## config.mk

```make
export PLATFORM = sky130hd
export DESIGN_NAME = autoneg_next_page_status_regs
export DESIGN_NICKNAME = d
export VERILOG_FILES = /design/src/hw/negotiation_status_pkg.sv /design/src/hw/pin_sync.sv /design/src/hw/event_bank.sv /design/src/hw/autoneg_next_page_status_regs.sv
export SDC_FILE = /design/constraint.sdc
export NUM_CORES = 1
export LEC_CHECK = 0
export ABC_AREA = 1
export BUFFER_PORTS_ARGS = -buffer_cell sky130_fd_sc_hd__clkbuf_2
export CAP_MARGIN = 20
export CORE_MARGIN = 4
export CORE_UTILIZATION = 30
export DETAILED_ROUTE_END_ITERATION = 12
export PLACE_DENSITY = 0.61
export SYNTH_ARGS = -nofsm -noshare
export SYNTH_HDL_FRONTEND = slang
export SYNTH_SLANG_ARGS = --single-unit
```

## constraint.sdc

```tcl
create_clock -name clk_i -period 2.3 [get_ports clk_i]
set_input_delay 0.345 -clock clk_i [delete_from_list [all_inputs] [get_ports clk_i]]
set_output_delay 0.345 -clock clk_i [all_outputs]
set_load 0.02 [all_outputs]
```

## src/hw/negotiation_status_pkg.sv

```systemverilog
// Constants shared by the next-page status register bank and its helpers.
package negotiation_status_pkg;

    ////////////////////////////////////////////////////////////////////////
    // Bus geometry.
    localparam int DATA_W = 16;
    localparam int ADDR_W = 4;

    ////////////////////////////////////////////////////////////////////////
    // Register offsets on the management port.
    localparam logic [3:0] OFS_PAGE_WORD = 4'h0;
    localparam logic [3:0] OFS_EXPANSION = 4'h1;
    localparam logic [3:0] OFS_EVT_STATUS = 4'h2;
    localparam logic [3:0] OFS_EVT_MASK = 4'h3;
    localparam logic [3:0] OFS_PAGE_COUNT = 4'h4;

    ////////////////////////////////////////////////////////////////////////
    // Received next page word fields.
    localparam int BIT_MORE_PAGES = 15;
    localparam int BIT_PARTNER_ACK = 14;
    localparam int BIT_MSG_PAGE = 13;
    localparam int BIT_COMPLY = 12;
    localparam int BIT_TOGGLE = 11;
    localparam int CODE_MSB = 10;
    localparam int CODE_LSB = 0;
    localparam logic [15:0] PAGE_WORD_RST = 16'h0000;

    ////////////////////////////////////////////////////////////////////////
    // Expansion register fields.
    localparam int EXP_RSVD_MSB = 15;
    localparam int EXP_RSVD_LSB = 5;
    localparam int BIT_FAULT = 4;
    localparam int BIT_PARTNER_MULTI = 3;
    localparam int BIT_LOCAL_MULTI = 2;
    localparam int BIT_PAGE_RX = 1;
    localparam int BIT_PARTNER_NEG = 0;
    localparam logic LOCAL_MULTI_VALUE = 1'b1;

    ////////////////////////////////////////////////////////////////////////
    // Event status and mask layout.
    localparam int EVT_W = 4;
    localparam int EVT_PAGE = 0;
    localparam int EVT_FAULT = 1;
    localparam int EVT_OVERRUN = 2;
    localparam int EVT_PARTNER_MULTI = 3;
    localparam logic [3:0] EVT_MASK_RST = 4'h0;

    ////////////////////////////////////////////////////////////////////////
    // Pin synchroniser depth and page counter reset.
    localparam int SYNC_STAGES = 3;
    localparam logic [15:0] PAGE_COUNT_RST = 16'h0000;

endpackage : negotiation_status_pkg

```

## src/hw/pin_sync.sv

```systemverilog
// Three-stage synchroniser with agreement filter for asynchronous level inputs.
`timescale 1ns/10ps
module pin_sync #(
    parameter int W = 2
) (
    // Clock and reset
    input wire logic clk_i,
    input wire logic rst_i,
    input wire logic ce_i,
    // Levels
    input wire logic [W-1:0] async_i,
    output logic [W-1:0] level_o
);

    genvar g;
    generate
        for (g = 0; g < W; g = g + 1) begin : g_bit
            logic [negotiation_status_pkg::SYNC_STAGES-1:0] stage_reg;
            logic level_reg;
            always_ff @(posedge clk_i or posedge rst_i) begin
                if (rst_i) begin
                    stage_reg <= '0;
                end else if (ce_i) begin
                    stage_reg <= {stage_reg[negotiation_status_pkg::SYNC_STAGES-2:0], async_i[g]};
                end
            end
            // A change counts only once the second and third stages agree.
            always_ff @(posedge clk_i or posedge rst_i) begin
                if (rst_i) begin
                    level_reg <= 1'b0;
                end else if (ce_i && (stage_reg[1] == stage_reg[2])) begin
                    level_reg <= stage_reg[2];
                end
            end
            assign level_o[g] = level_reg;
        end
    endgenerate

endmodule : pin_sync

```

## src/hw/event_bank.sv

```systemverilog
// Sticky event flags, write-one-to-clear, with masked level interrupt.
`timescale 1ns/10ps
module event_bank #(
    parameter int W = 4
) (
    // Clock and reset
    input wire logic clk_i,
    input wire logic rst_i,
    input wire logic ce_i,
    // Events and software clear
    input wire logic [W-1:0] set_i,
    input wire logic [W-1:0] clr_i,
    input wire logic [W-1:0] mask_i,
    // Results
    output logic [W-1:0] status_o,
    output logic irq_o
);

    logic [W-1:0] status_reg;
    logic irq_reg;

    genvar g;
    generate
        for (g = 0; g < W; g = g + 1) begin : g_flag
            // A set in the same cycle as its clear wins so no event is lost.
            always_ff @(posedge clk_i or posedge rst_i) begin
                if (rst_i) begin
                    status_reg[g] <= 1'b0;
                end else if (ce_i) begin
                    if (set_i[g]) begin
                        status_reg[g] <= 1'b1;
                    end else if (clr_i[g]) begin
                        status_reg[g] <= 1'b0;
                    end
                end
            end
        end
    endgenerate

    always_ff @(posedge clk_i or posedge rst_i) begin
        if (rst_i) begin
            irq_reg <= 1'b0;
        end else if (ce_i) begin
            irq_reg <= |(status_reg & mask_i);
        end
    end

    assign status_o = status_reg;
    assign irq_o = irq_reg;

endmodule : event_bank

```

## src/hw/autoneg_next_page_status_regs.sv

```systemverilog
// Received next page word and negotiation expansion status registers.
`timescale 1ns/10ps

////////////////////////////////////////////////////////////////////////////////
// Contract
// - Bit 13 of the received page word is the message page flag, telling formatted from unformatted code.
// - Bit 12 is the read-only partner comply flag, reset to 0.
// - Bit 11 is the read-only partner toggle bit, reset to 0.
// - Bits 10 to 0 hold the read-only received code, reset to all zeros.
// - Expansion bits 15 to 5 ignore writes and always read as zero.
// - Expansion bit 4 is the read-only parallel detection fault flag, reset to 0.
// - Expansion bit 3 is the read-only partner next page ability, reset to 0.
// - Expansion bit 2 is a constant 1 showing the local end can send more pages.
// - Expansion bit 1 is set when a page is received and is cleared by reading the register, unless a page is accepted in the same cycle.
// - Expansion bit 0 is the read-only partner negotiation ability, reset to 0.
// - Bit 15 of the received page word shows whether the partner wants further pages.
// - Bit 14 is driven only from received bursts and software writes to it have no effect.
module autoneg_next_page_status_regs #(
    parameter int DW = negotiation_status_pkg::DATA_W,
    parameter int AW = negotiation_status_pkg::ADDR_W
) (
    // Clock, reset and clock enable
    input wire logic clk_i,
    input wire logic rst_i,
    input wire logic ce_i,

    // Management register port
    input wire logic [AW-1:0] addr_i,
    input wire logic [DW-1:0] wdata_i,
    input wire logic we_i,
    input wire logic re_i,
    output logic [DW-1:0] rdata_o,

    // Arbitration side, same clock
    input wire logic page_accept_i,
    input wire logic [15:0] page_word_i,
    input wire logic partner_multi_page_capable_i,

    // Line detection levels, asynchronous
    input wire logic parallel_detect_fault_i,
    input wire logic partner_negotiation_capable_i,

    // Status towards the rest of the device
    output logic page_received_o,
    output logic partner_wants_more_pages_o,
    output logic irq_o
);

    ////////////////////////////////////////////////////////////////////////////
    // Declarations.

    logic [15:0] page_word_reg;
    logic page_rx_reg;
    logic partner_multi_reg;
    logic partner_multi_prev_reg;
    logic fault_prev_reg;
    logic [negotiation_status_pkg::EVT_W-1:0] evt_mask_reg;
    logic [15:0] page_count_reg;
    logic [DW-1:0] rdata_reg;
    logic page_rx_out_reg;
    logic more_pages_out_reg;

    logic [1:0] line_level;
    logic fault_level;
    logic partner_neg_level;

    logic hit_page_word;
    logic hit_expansion;
    logic hit_evt_status;
    logic hit_evt_mask;
    logic hit_page_count;

    logic exp_read;
    logic [15:0] expansion_value;
    logic [negotiation_status_pkg::EVT_W-1:0] evt_set;
    logic [negotiation_status_pkg::EVT_W-1:0] evt_clr;
    logic [negotiation_status_pkg::EVT_W-1:0] evt_status;
    logic [DW-1:0] read_mux;

    ////////////////////////////////////////////////////////////////////////////
    // Line detection levels arrive from the analogue front end, so they are
    // filtered before anything on this clock looks at them.

    pin_sync #(
        .W(2)
    ) u_line_sync (
        .clk_i(clk_i),
        .rst_i(rst_i),
        .ce_i(ce_i),
        .async_i({parallel_detect_fault_i, partner_negotiation_capable_i}),
        .level_o(line_level)
    );

    assign fault_level = line_level[1];
    assign partner_neg_level = line_level[0];

    ////////////////////////////////////////////////////////////////////////////
    // Address decode.

    assign hit_page_word = (addr_i == AW'(negotiation_status_pkg::OFS_PAGE_WORD));
    assign hit_expansion = (addr_i == AW'(negotiation_status_pkg::OFS_EXPANSION));
    assign hit_evt_status = (addr_i == AW'(negotiation_status_pkg::OFS_EVT_STATUS));
    assign hit_evt_mask = (addr_i == AW'(negotiation_status_pkg::OFS_EVT_MASK));
    assign hit_page_count = (addr_i == AW'(negotiation_status_pkg::OFS_PAGE_COUNT));

    assign exp_read = re_i && hit_expansion;

    ////////////////////////////////////////////////////////////////////////////
    // Received next page word. There is deliberately no write path: every
    // bit, including the partner acknowledge, follows the accepted page only.

    always_ff @(posedge clk_i or posedge rst_i) begin
        if (rst_i) begin
            page_word_reg <= negotiation_status_pkg::PAGE_WORD_RST;
        end else if (ce_i && page_accept_i) begin
            page_word_reg <= page_word_i;
        end
    end

    ////////////////////////////////////////////////////////////////////////////
    // Page received flag. A page accepted in the same cycle as a read keeps
    // the flag set, so software sees the new page on its next read.

    always_ff @(posedge clk_i or posedge rst_i) begin
        if (rst_i) begin
            page_rx_reg <= 1'b0;
        end else if (ce_i) begin
            if (page_accept_i) begin
                page_rx_reg <= 1'b1;
            end else if (exp_read) begin
                page_rx_reg <= 1'b0;
            end
        end
    end

    ////////////////////////////////////////////////////////////////////////////
    // Partner next page ability, held from the arbitration logic.

    always_ff @(posedge clk_i or posedge rst_i) begin
        if (rst_i) begin
            partner_multi_reg <= 1'b0;
        end else if (ce_i) begin
            partner_multi_reg <= partner_multi_page_capable_i;
        end
    end

    ////////////////////////////////////////////////////////////////////////////
    // Previous levels for edge events.

    always_ff @(posedge clk_i or posedge rst_i) begin
        if (rst_i) begin
            fault_prev_reg <= 1'b0;
            partner_multi_prev_reg <= 1'b0;
        end else if (ce_i) begin
            fault_prev_reg <= fault_level;
            partner_multi_prev_reg <= partner_multi_reg;
        end
    end

    ////////////////////////////////////////////////////////////////////////////
    // Expansion register value.

    always_comb begin
        expansion_value = 16'h0000;
        expansion_value[negotiation_status_pkg::EXP_RSVD_MSB:negotiation_status_pkg::EXP_RSVD_LSB] = '0;
        expansion_value[negotiation_status_pkg::BIT_FAULT] = fault_level;
        expansion_value[negotiation_status_pkg::BIT_PARTNER_MULTI] = partner_multi_reg;
        expansion_value[negotiation_status_pkg::BIT_LOCAL_MULTI] = negotiation_status_pkg::LOCAL_MULTI_VALUE;
        expansion_value[negotiation_status_pkg::BIT_PAGE_RX] = page_rx_reg;
        expansion_value[negotiation_status_pkg::BIT_PARTNER_NEG] = partner_neg_level;
    end

    ////////////////////////////////////////////////////////////////////////////
    // Events. An overrun is a page that lands while the previous one has not
    // been read yet; the older word is lost, and software can tell.

    always_comb begin
        evt_set = '0;
        evt_set[negotiation_status_pkg::EVT_PAGE] = page_accept_i;
        evt_set[negotiation_status_pkg::EVT_FAULT] = fault_level && !fault_prev_reg;
        evt_set[negotiation_status_pkg::EVT_OVERRUN] = page_accept_i && page_rx_reg && !exp_read;
        evt_set[negotiation_status_pkg::EVT_PARTNER_MULTI] = partner_multi_reg && !partner_multi_prev_reg;
    end

    always_comb begin
        evt_clr = '0;
        if (we_i && hit_evt_status) begin
            evt_clr = wdata_i[negotiation_status_pkg::EVT_W-1:0];
        end
    end

    event_bank #(
        .W(negotiation_status_pkg::EVT_W)
    ) u_events (
        .clk_i(clk_i),
        .rst_i(rst_i),
        .ce_i(ce_i),
        .set_i(evt_set),
        .clr_i(evt_clr),
        .mask_i(evt_mask_reg),
        .status_o(evt_status),
        .irq_o(irq_o)
    );

    ////////////////////////////////////////////////////////////////////////////
    // Event mask, written by software.

    always_ff @(posedge clk_i or posedge rst_i) begin
        if (rst_i) begin
            evt_mask_reg <= negotiation_status_pkg::EVT_MASK_RST;
        end else if (ce_i && we_i && hit_evt_mask) begin
            evt_mask_reg <= wdata_i[negotiation_status_pkg::EVT_W-1:0];
        end
    end

    ////////////////////////////////////////////////////////////////////////////
    // Page counter. It saturates rather than wraps so a long exchange never
    // looks shorter than it was. A write to its own offset clears it, but a page accepted in
    // the same cycle still counts.

    always_ff @(posedge clk_i or posedge rst_i) begin
        if (rst_i) begin
            page_count_reg <= negotiation_status_pkg::PAGE_COUNT_RST;
        end else if (ce_i) begin
            if (we_i && hit_page_count) begin
                page_count_reg <= page_accept_i ? 16'h0001 : 16'h0000;
            end else if (page_accept_i && (page_count_reg != 16'hffff)) begin
                page_count_reg <= page_count_reg + 16'h0001;
            end
        end
    end

    ////////////////////////////////////////////////////////////////////////////
    // Read multiplexer. Unmapped offsets read as zero.

    always_comb begin
        read_mux = '0;
        if (hit_page_word) begin
            read_mux[negotiation_status_pkg::BIT_MORE_PAGES] =
                page_word_reg[negotiation_status_pkg::BIT_MORE_PAGES];
            read_mux[negotiation_status_pkg::BIT_PARTNER_ACK] =
                page_word_reg[negotiation_status_pkg::BIT_PARTNER_ACK];
            read_mux[negotiation_status_pkg::BIT_MSG_PAGE] =
                page_word_reg[negotiation_status_pkg::BIT_MSG_PAGE];
            read_mux[negotiation_status_pkg::BIT_COMPLY] =
                page_word_reg[negotiation_status_pkg::BIT_COMPLY];
            read_mux[negotiation_status_pkg::BIT_TOGGLE] =
                page_word_reg[negotiation_status_pkg::BIT_TOGGLE];
            read_mux[negotiation_status_pkg::CODE_MSB:negotiation_status_pkg::CODE_LSB] =
                page_word_reg[negotiation_status_pkg::CODE_MSB:negotiation_status_pkg::CODE_LSB];
        end else if (hit_expansion) begin
            read_mux[15:0] = expansion_value;
        end else if (hit_evt_status) begin
            read_mux[negotiation_status_pkg::EVT_W-1:0] = evt_status;
        end else if (hit_evt_mask) begin
            read_mux[negotiation_status_pkg::EVT_W-1:0] = evt_mask_reg;
        end else if (hit_page_count) begin
            read_mux[15:0] = page_count_reg;
        end
    end

    ////////////////////////////////////////////////////////////////////////////
    // Read data stands only in the cycle after the strobe, zero otherwise.

    always_ff @(posedge clk_i or posedge rst_i) begin
        if (rst_i) begin
            rdata_reg <= '0;
        end else if (ce_i) begin
            rdata_reg <= re_i ? read_mux : '0;
        end
    end

    assign rdata_o = rdata_reg;

    ////////////////////////////////////////////////////////////////////////////
    // Registered status copies for the rest of the device.

    always_ff @(posedge clk_i or posedge rst_i) begin
        if (rst_i) begin
            page_rx_out_reg <= 1'b0;
            more_pages_out_reg <= 1'b0;
        end else if (ce_i) begin
            page_rx_out_reg <= page_rx_reg;
            more_pages_out_reg <= page_word_reg[negotiation_status_pkg::BIT_MORE_PAGES];
        end
    end

    assign page_received_o = page_rx_out_reg;
    assign partner_wants_more_pages_o = more_pages_out_reg;

endmodule : autoneg_next_page_status_regs

```

After elaboration in Yosys (flattened, before gate mapping). Cells that the tools add are included.

Div/mod/pow operators: 0. Eq/ne operators: 7. Multiplexer cells: 22. Shift-type cells: 0. $add $sub $neg: 1. Bitwise logic cells: 1. Multiply operators: 0. Magnitude comparators: 0. Reductions and logical operators: 30.

Operator list (count): $mux 16 (6); $mux 12 (2); $add 16x1->16 const B (1); $ne 16x16->1 const B (1); $logic_and 1x1->1 (13); $mux 4 (3); $reduce_and 2->1 (6); $reduce_bool 2->1 (6); $mux 1 (11); $eq 4x2->1 const B (2); $and 4x4->4 (1); $eq 4x1->1 const B (1); $eq 4x3->1 const B (1); $logic_not 4->1 (1); $reduce_or 4->1 (1); $logic_not 1->1 (3); $eq 1x1->1 (2).

Bits in registers: 71. Logic and storage cells: 80. Input bits: 45. Memory bits (writable): 0. Memories kept: 0. Memory bits (read-only): 0. Latch bits: 0. Output and inout port bits: 19.

Longest topological paths before layout.
Depth after elaboration: 7. Gate-level depth with buffers: 11.

By module. Synthesis repeated with hierarchy kept, for this count alone.

Cell total of the unflattened synthesis: 443. Area, all modules: 3612.2 um2.

By module, submodules not included: autoneg_next_page_status_regs (sequential area each 1451.4 um2, times used 1, cells an instance 376, area an instance 3026.7 um2); pin_sync (sequential area each 200.2 um2, times used 1, cells an instance 43, area an instance 360.3 um2); event_bank (sequential area each 125.1 um2, times used 1, cells an instance 24, area an instance 225.2 um2).

Worst setup path before layout. No wires, ideal clock.

Path type: register to register. Start point: register page_count_reg[1]. End point: register page_count_reg[10]. Setup time: 0.118 ns. Period minus slack after synthesis: 1.527 ns. Path slack: 0.773 ns. Data required time: 2.182 ns. Cell stages (with the launch flop): 12. Arrival time: 1.408 ns. Cell sequence: dfrtp_1 ha_1 inv_1 nor2_1 nand2_2 nor2_4 nand2_2 nand2_4 nand2_4 buf_6 nand2_2 o21ai_2.

Word-level cells in the longest chain between the ends: 4.

RTL lines: start, declared (RTL line autoneg_next_page_status_regs.sv:58) `logic [15:0] page_count_reg;`; start signal, assigned (RTL line autoneg_next_page_status_regs.sv:223) `page_count_reg <= negotiation_status_pkg::PAGE_COUNT_RST;`; start signal, assigned (RTL line autoneg_next_page_status_regs.sv:226) `page_count_reg <= page_accept_i ? 16'h0001 : 16'h0000;`; start signal, assigned (RTL line autoneg_next_page_status_regs.sv:228) `page_count_reg <= page_count_reg + 16'h0001;`; parallel branches: the longest is 4 deep, another holds $add 16x1->16.

Parallel ways; which one is timed is not known. The select of a mux whose other input is x is not followed. A chain may end at the register's enable or synchronous reset.

Final worst setup path.
Start point: register page_count_reg[0]. End point: register page_count_reg[11].

Same word-level chain as after synthesis.

==> metrics.cfg <==
[cts]
clk_path_buf_depth = 2
htree_levels = 3
cts_setup_buffers = 0
clk_latency_ns = 0.34
cts_root_buf = clkbuf_16
clk_pin_slew_ns = 0.06
cts_hold_buffers = 0
cts_buffers = 9
cts_tree = yes
clock_sinks = 71
cts_resized = 0

[global_route]
grt_start_max_net_pins = 45
grt_pass1_vias = 3035
grt_overflow_total = 0
grt_first_pass_wirelength_mm = 14.88
track_usage_pct = 13.96
antenna_found_initial = 0

[worst_setup_path]
worst-setup-path-type = reg2reg
path_delay_family = simple AND/OR/NAND/NOR gates
critPathRequiredTime_ns = 2.52
crit_chain = ha_1 > inv_1 > nor2_1 > nand2_2 > nor2_4 > nand2_2 > nand2_4 > nand2_4 > nand2_1 > o21ai_2
worst-path-buf-inv = 1
crit_path_max_fanout = 21
start_kind = register
crit_path_end_kind = register
cpMaxStageDelayCell = dfrtp_1
arrival_ns = 2.07
slowest_delay_ns = 0.40

[placement]
portBuffers = 51
hpwl_mm = 6.208
place_congestion = 0.8966

[floorplanning]
pin_count = 64
die_w_um = 116.8
start_util_pct = 30.82
die_area_um2 = 13640
num_rows = 39
core-area_um2 = 11520
die_h_um = 116.8

[hold_path]
hold_path_class = in2async

[sta]
clock_skew_ns = 0.007775
period_minus_slack_ns = 1.851
hold_viol = 0
finalSetupViolCount = 0
slew_violations = 0
finalSetupTns_ns = 0
rsz0062_at_grt = false
fmax_mhz = 540.1
worst_pin_slew_ns = 0.6691
max_slew_margin_pct = 55.28
timing.final.crit_share_pct = 80.49

[route]
wl_per_cell_um = 13.32
drc = 0
drt_first_pass_iters = 4
num_vias = 3033
routed_via_density = 4.695
drt_iter0_drc = 162
totalWireLength_mm = 8.603
drtAntennaViolNets = 0

[yosys]
synth-xor-area-share_pct = 1.727
ys_ff_latch = 71
synth_simple_gate_area_share_pct = 27.18
yosys_warnings = 0
synthFlopType = dfrtp_1
synth_top_family_by_area = simple AND/OR/NAND/NOR gates
asyncSetResetFlopFracSynth_pct = 100.0
yosysUniqueCellTypes = 29
netlist_instances = 445
postSynthAreaPerCell_um2 = 7.977
synthMuxAreaShare_pct = 0
synth_edf_count = 0
synth-compound-area-share_pct = 13.22
yosysSeqAreaShare_pct = 50.05
syn_nets = 491
syn-cell-area_um2 = 3550
synth_fa_ha_area_share_pct = 0.3525

[outcome]
status = finished, final reports clean

[layout]
n_antenna_cell = 0
final_util_pct = 37.39
areaGrowthSynthToFinish_pct = 21.29
layout-drive-gt1-share_pct = 20.28
fin_nets = 544
nFillCells = 1209

[power_and_ir_drop]
power_density_nw_per_um2 = 836.9
peakVddDrop_uv = 404.1
p_leak_uw = 0.002190

[job]
maxCapViolations = 0

[per-stage QoR]
| stage | hold WS [ns] | cells | total power (uW) | worst slack [ns] | instance area (um^2) |
|---|---|---|---|---|---|
| floorplan | 0.4237 | 445 | 1921 | 0.1584 | 3550 |
| global placement | 0.4301 | 630 | 2062 | 0.4373 | 3973 |
| detailed placement | 0.4412 | 630 | 2081 | 0.4171 | 3973 |
| CTS | 0.07255 | 646 | 3637 | 0.4436 | 4305 |
| global route | 0.1130 | 646 | 3812 | 0.3229 | 4305 |
| finish | 0.06251 | 646 | 3603 | 0.4486 | 4305 |
[where the power goes]
group | switching, uW | total, uW | internal, uW
clock network | 540 | 1550 | 1010
registers | 139 | 1540 | 1410
logic | 321 | 514 | 193
total | 999 | 3600 | 2600
[kinds of logic after synthesis]
family / Yosys count
simple gates: 226
buf+inv: 64
compound gates: 76
xor+xnor: 7
fa+ha+maj: 1
flops: 71
[per-layer routing]
layer  track usage, %  wire (um)
met1            18.50       4040
met2            21.77       3948
met3            5.244        537
met4            3.364         76
met5                0          0
[area by class of cell]
type | instances | area [um^2] | share of cell area [%]
timing repair buffer | 57 | 325.3 | 7.556
tap | 143 | 178.9 | 4.156
multi-input combinational | 310 | 1508 | 35.02
clock buffer | 11 | 252.7 | 5.870
clock inverter | 5 | 80.08 | 1.860
inverter | 49 | 183.9 | 4.272
sequential | 71 | 1777 | 41.27
[worst register-to-register path: stages (launching register included)]
cell and delay (ns):
dfrtp_1 0.40, ha_1 0.29, inv_1 0.06, nor2_1 0.13, nand2_2 0.10, nor2_4 0.11, nand2_2 0.09, nand2_4 0.15
nand2_4 0.21, nand2_1 0.15, o21ai_2 0.05
[cell usage in the layout, fill, tap and decap left out, types with 2 or more instances in the layout]
master,Yosys,final
clkbuf_2,0,51
inv_1,47,46
xor2_1,7,7
buf_12,0,2
nand2_1,143,143
a22o_1,11,11
nand2_2,12,12
inv_2,2,3
o22ai_1,10,10
nand4_1,6,6
clkbuf_8,0,2
nand2_4,3,3
o21ai_2,7,7
a21oi_1,5,5
o211ai_1,2,2
o21ai_1,7,7
bufinv_16,0,2
buf_4,2,4
nand3_1,18,18
dfrtp_1,71,71
o21ai_0,33,33
clkinvlp_4,0,2
nor2_1,39,39
clkbuf_16,0,9
[cell usage after synthesis (3+ instances only)]
master      n  area, um^2
nand3_1    18       90.09
a21oi_1     5       25.02
inv_1      47       176.4
xor2_1      7       61.31
o21ai_1     7       35.03
o22ai_1    10       62.56
nand2_1   143       536.8
nand2_4     3       33.78
nand2_2    12       75.07
o21ai_0    33       165.2
dfrtp_1    71        1777
clkbuf_1    8       30.03
o21ai_2     7       61.31
nand4_1     6       37.54
nor2_1     39       146.4
a22o_1     11       96.34
[worst paths after layout]
kind	startpoint	slack [ns]	end	cells past startpoint
worst max-delay path	page_count_reg[0]	0.45	page_count_reg[11]	10
worst min-delay path	rst_i	0.06	u_events.status_o[1]	2
worst max register to register	page_count_reg[0]	0.45	page_count_reg[11]	10
worst min register to register	fault_prev_reg	0.46	u_events.status_o[1]	1
max in group asynchronous	rst_i	1.59	page_word_reg[10]	3
min in group clk_i	partner_multi_page_capable_i	0.20	partner_multi_reg	3
(Power assumes the default switching activity.)
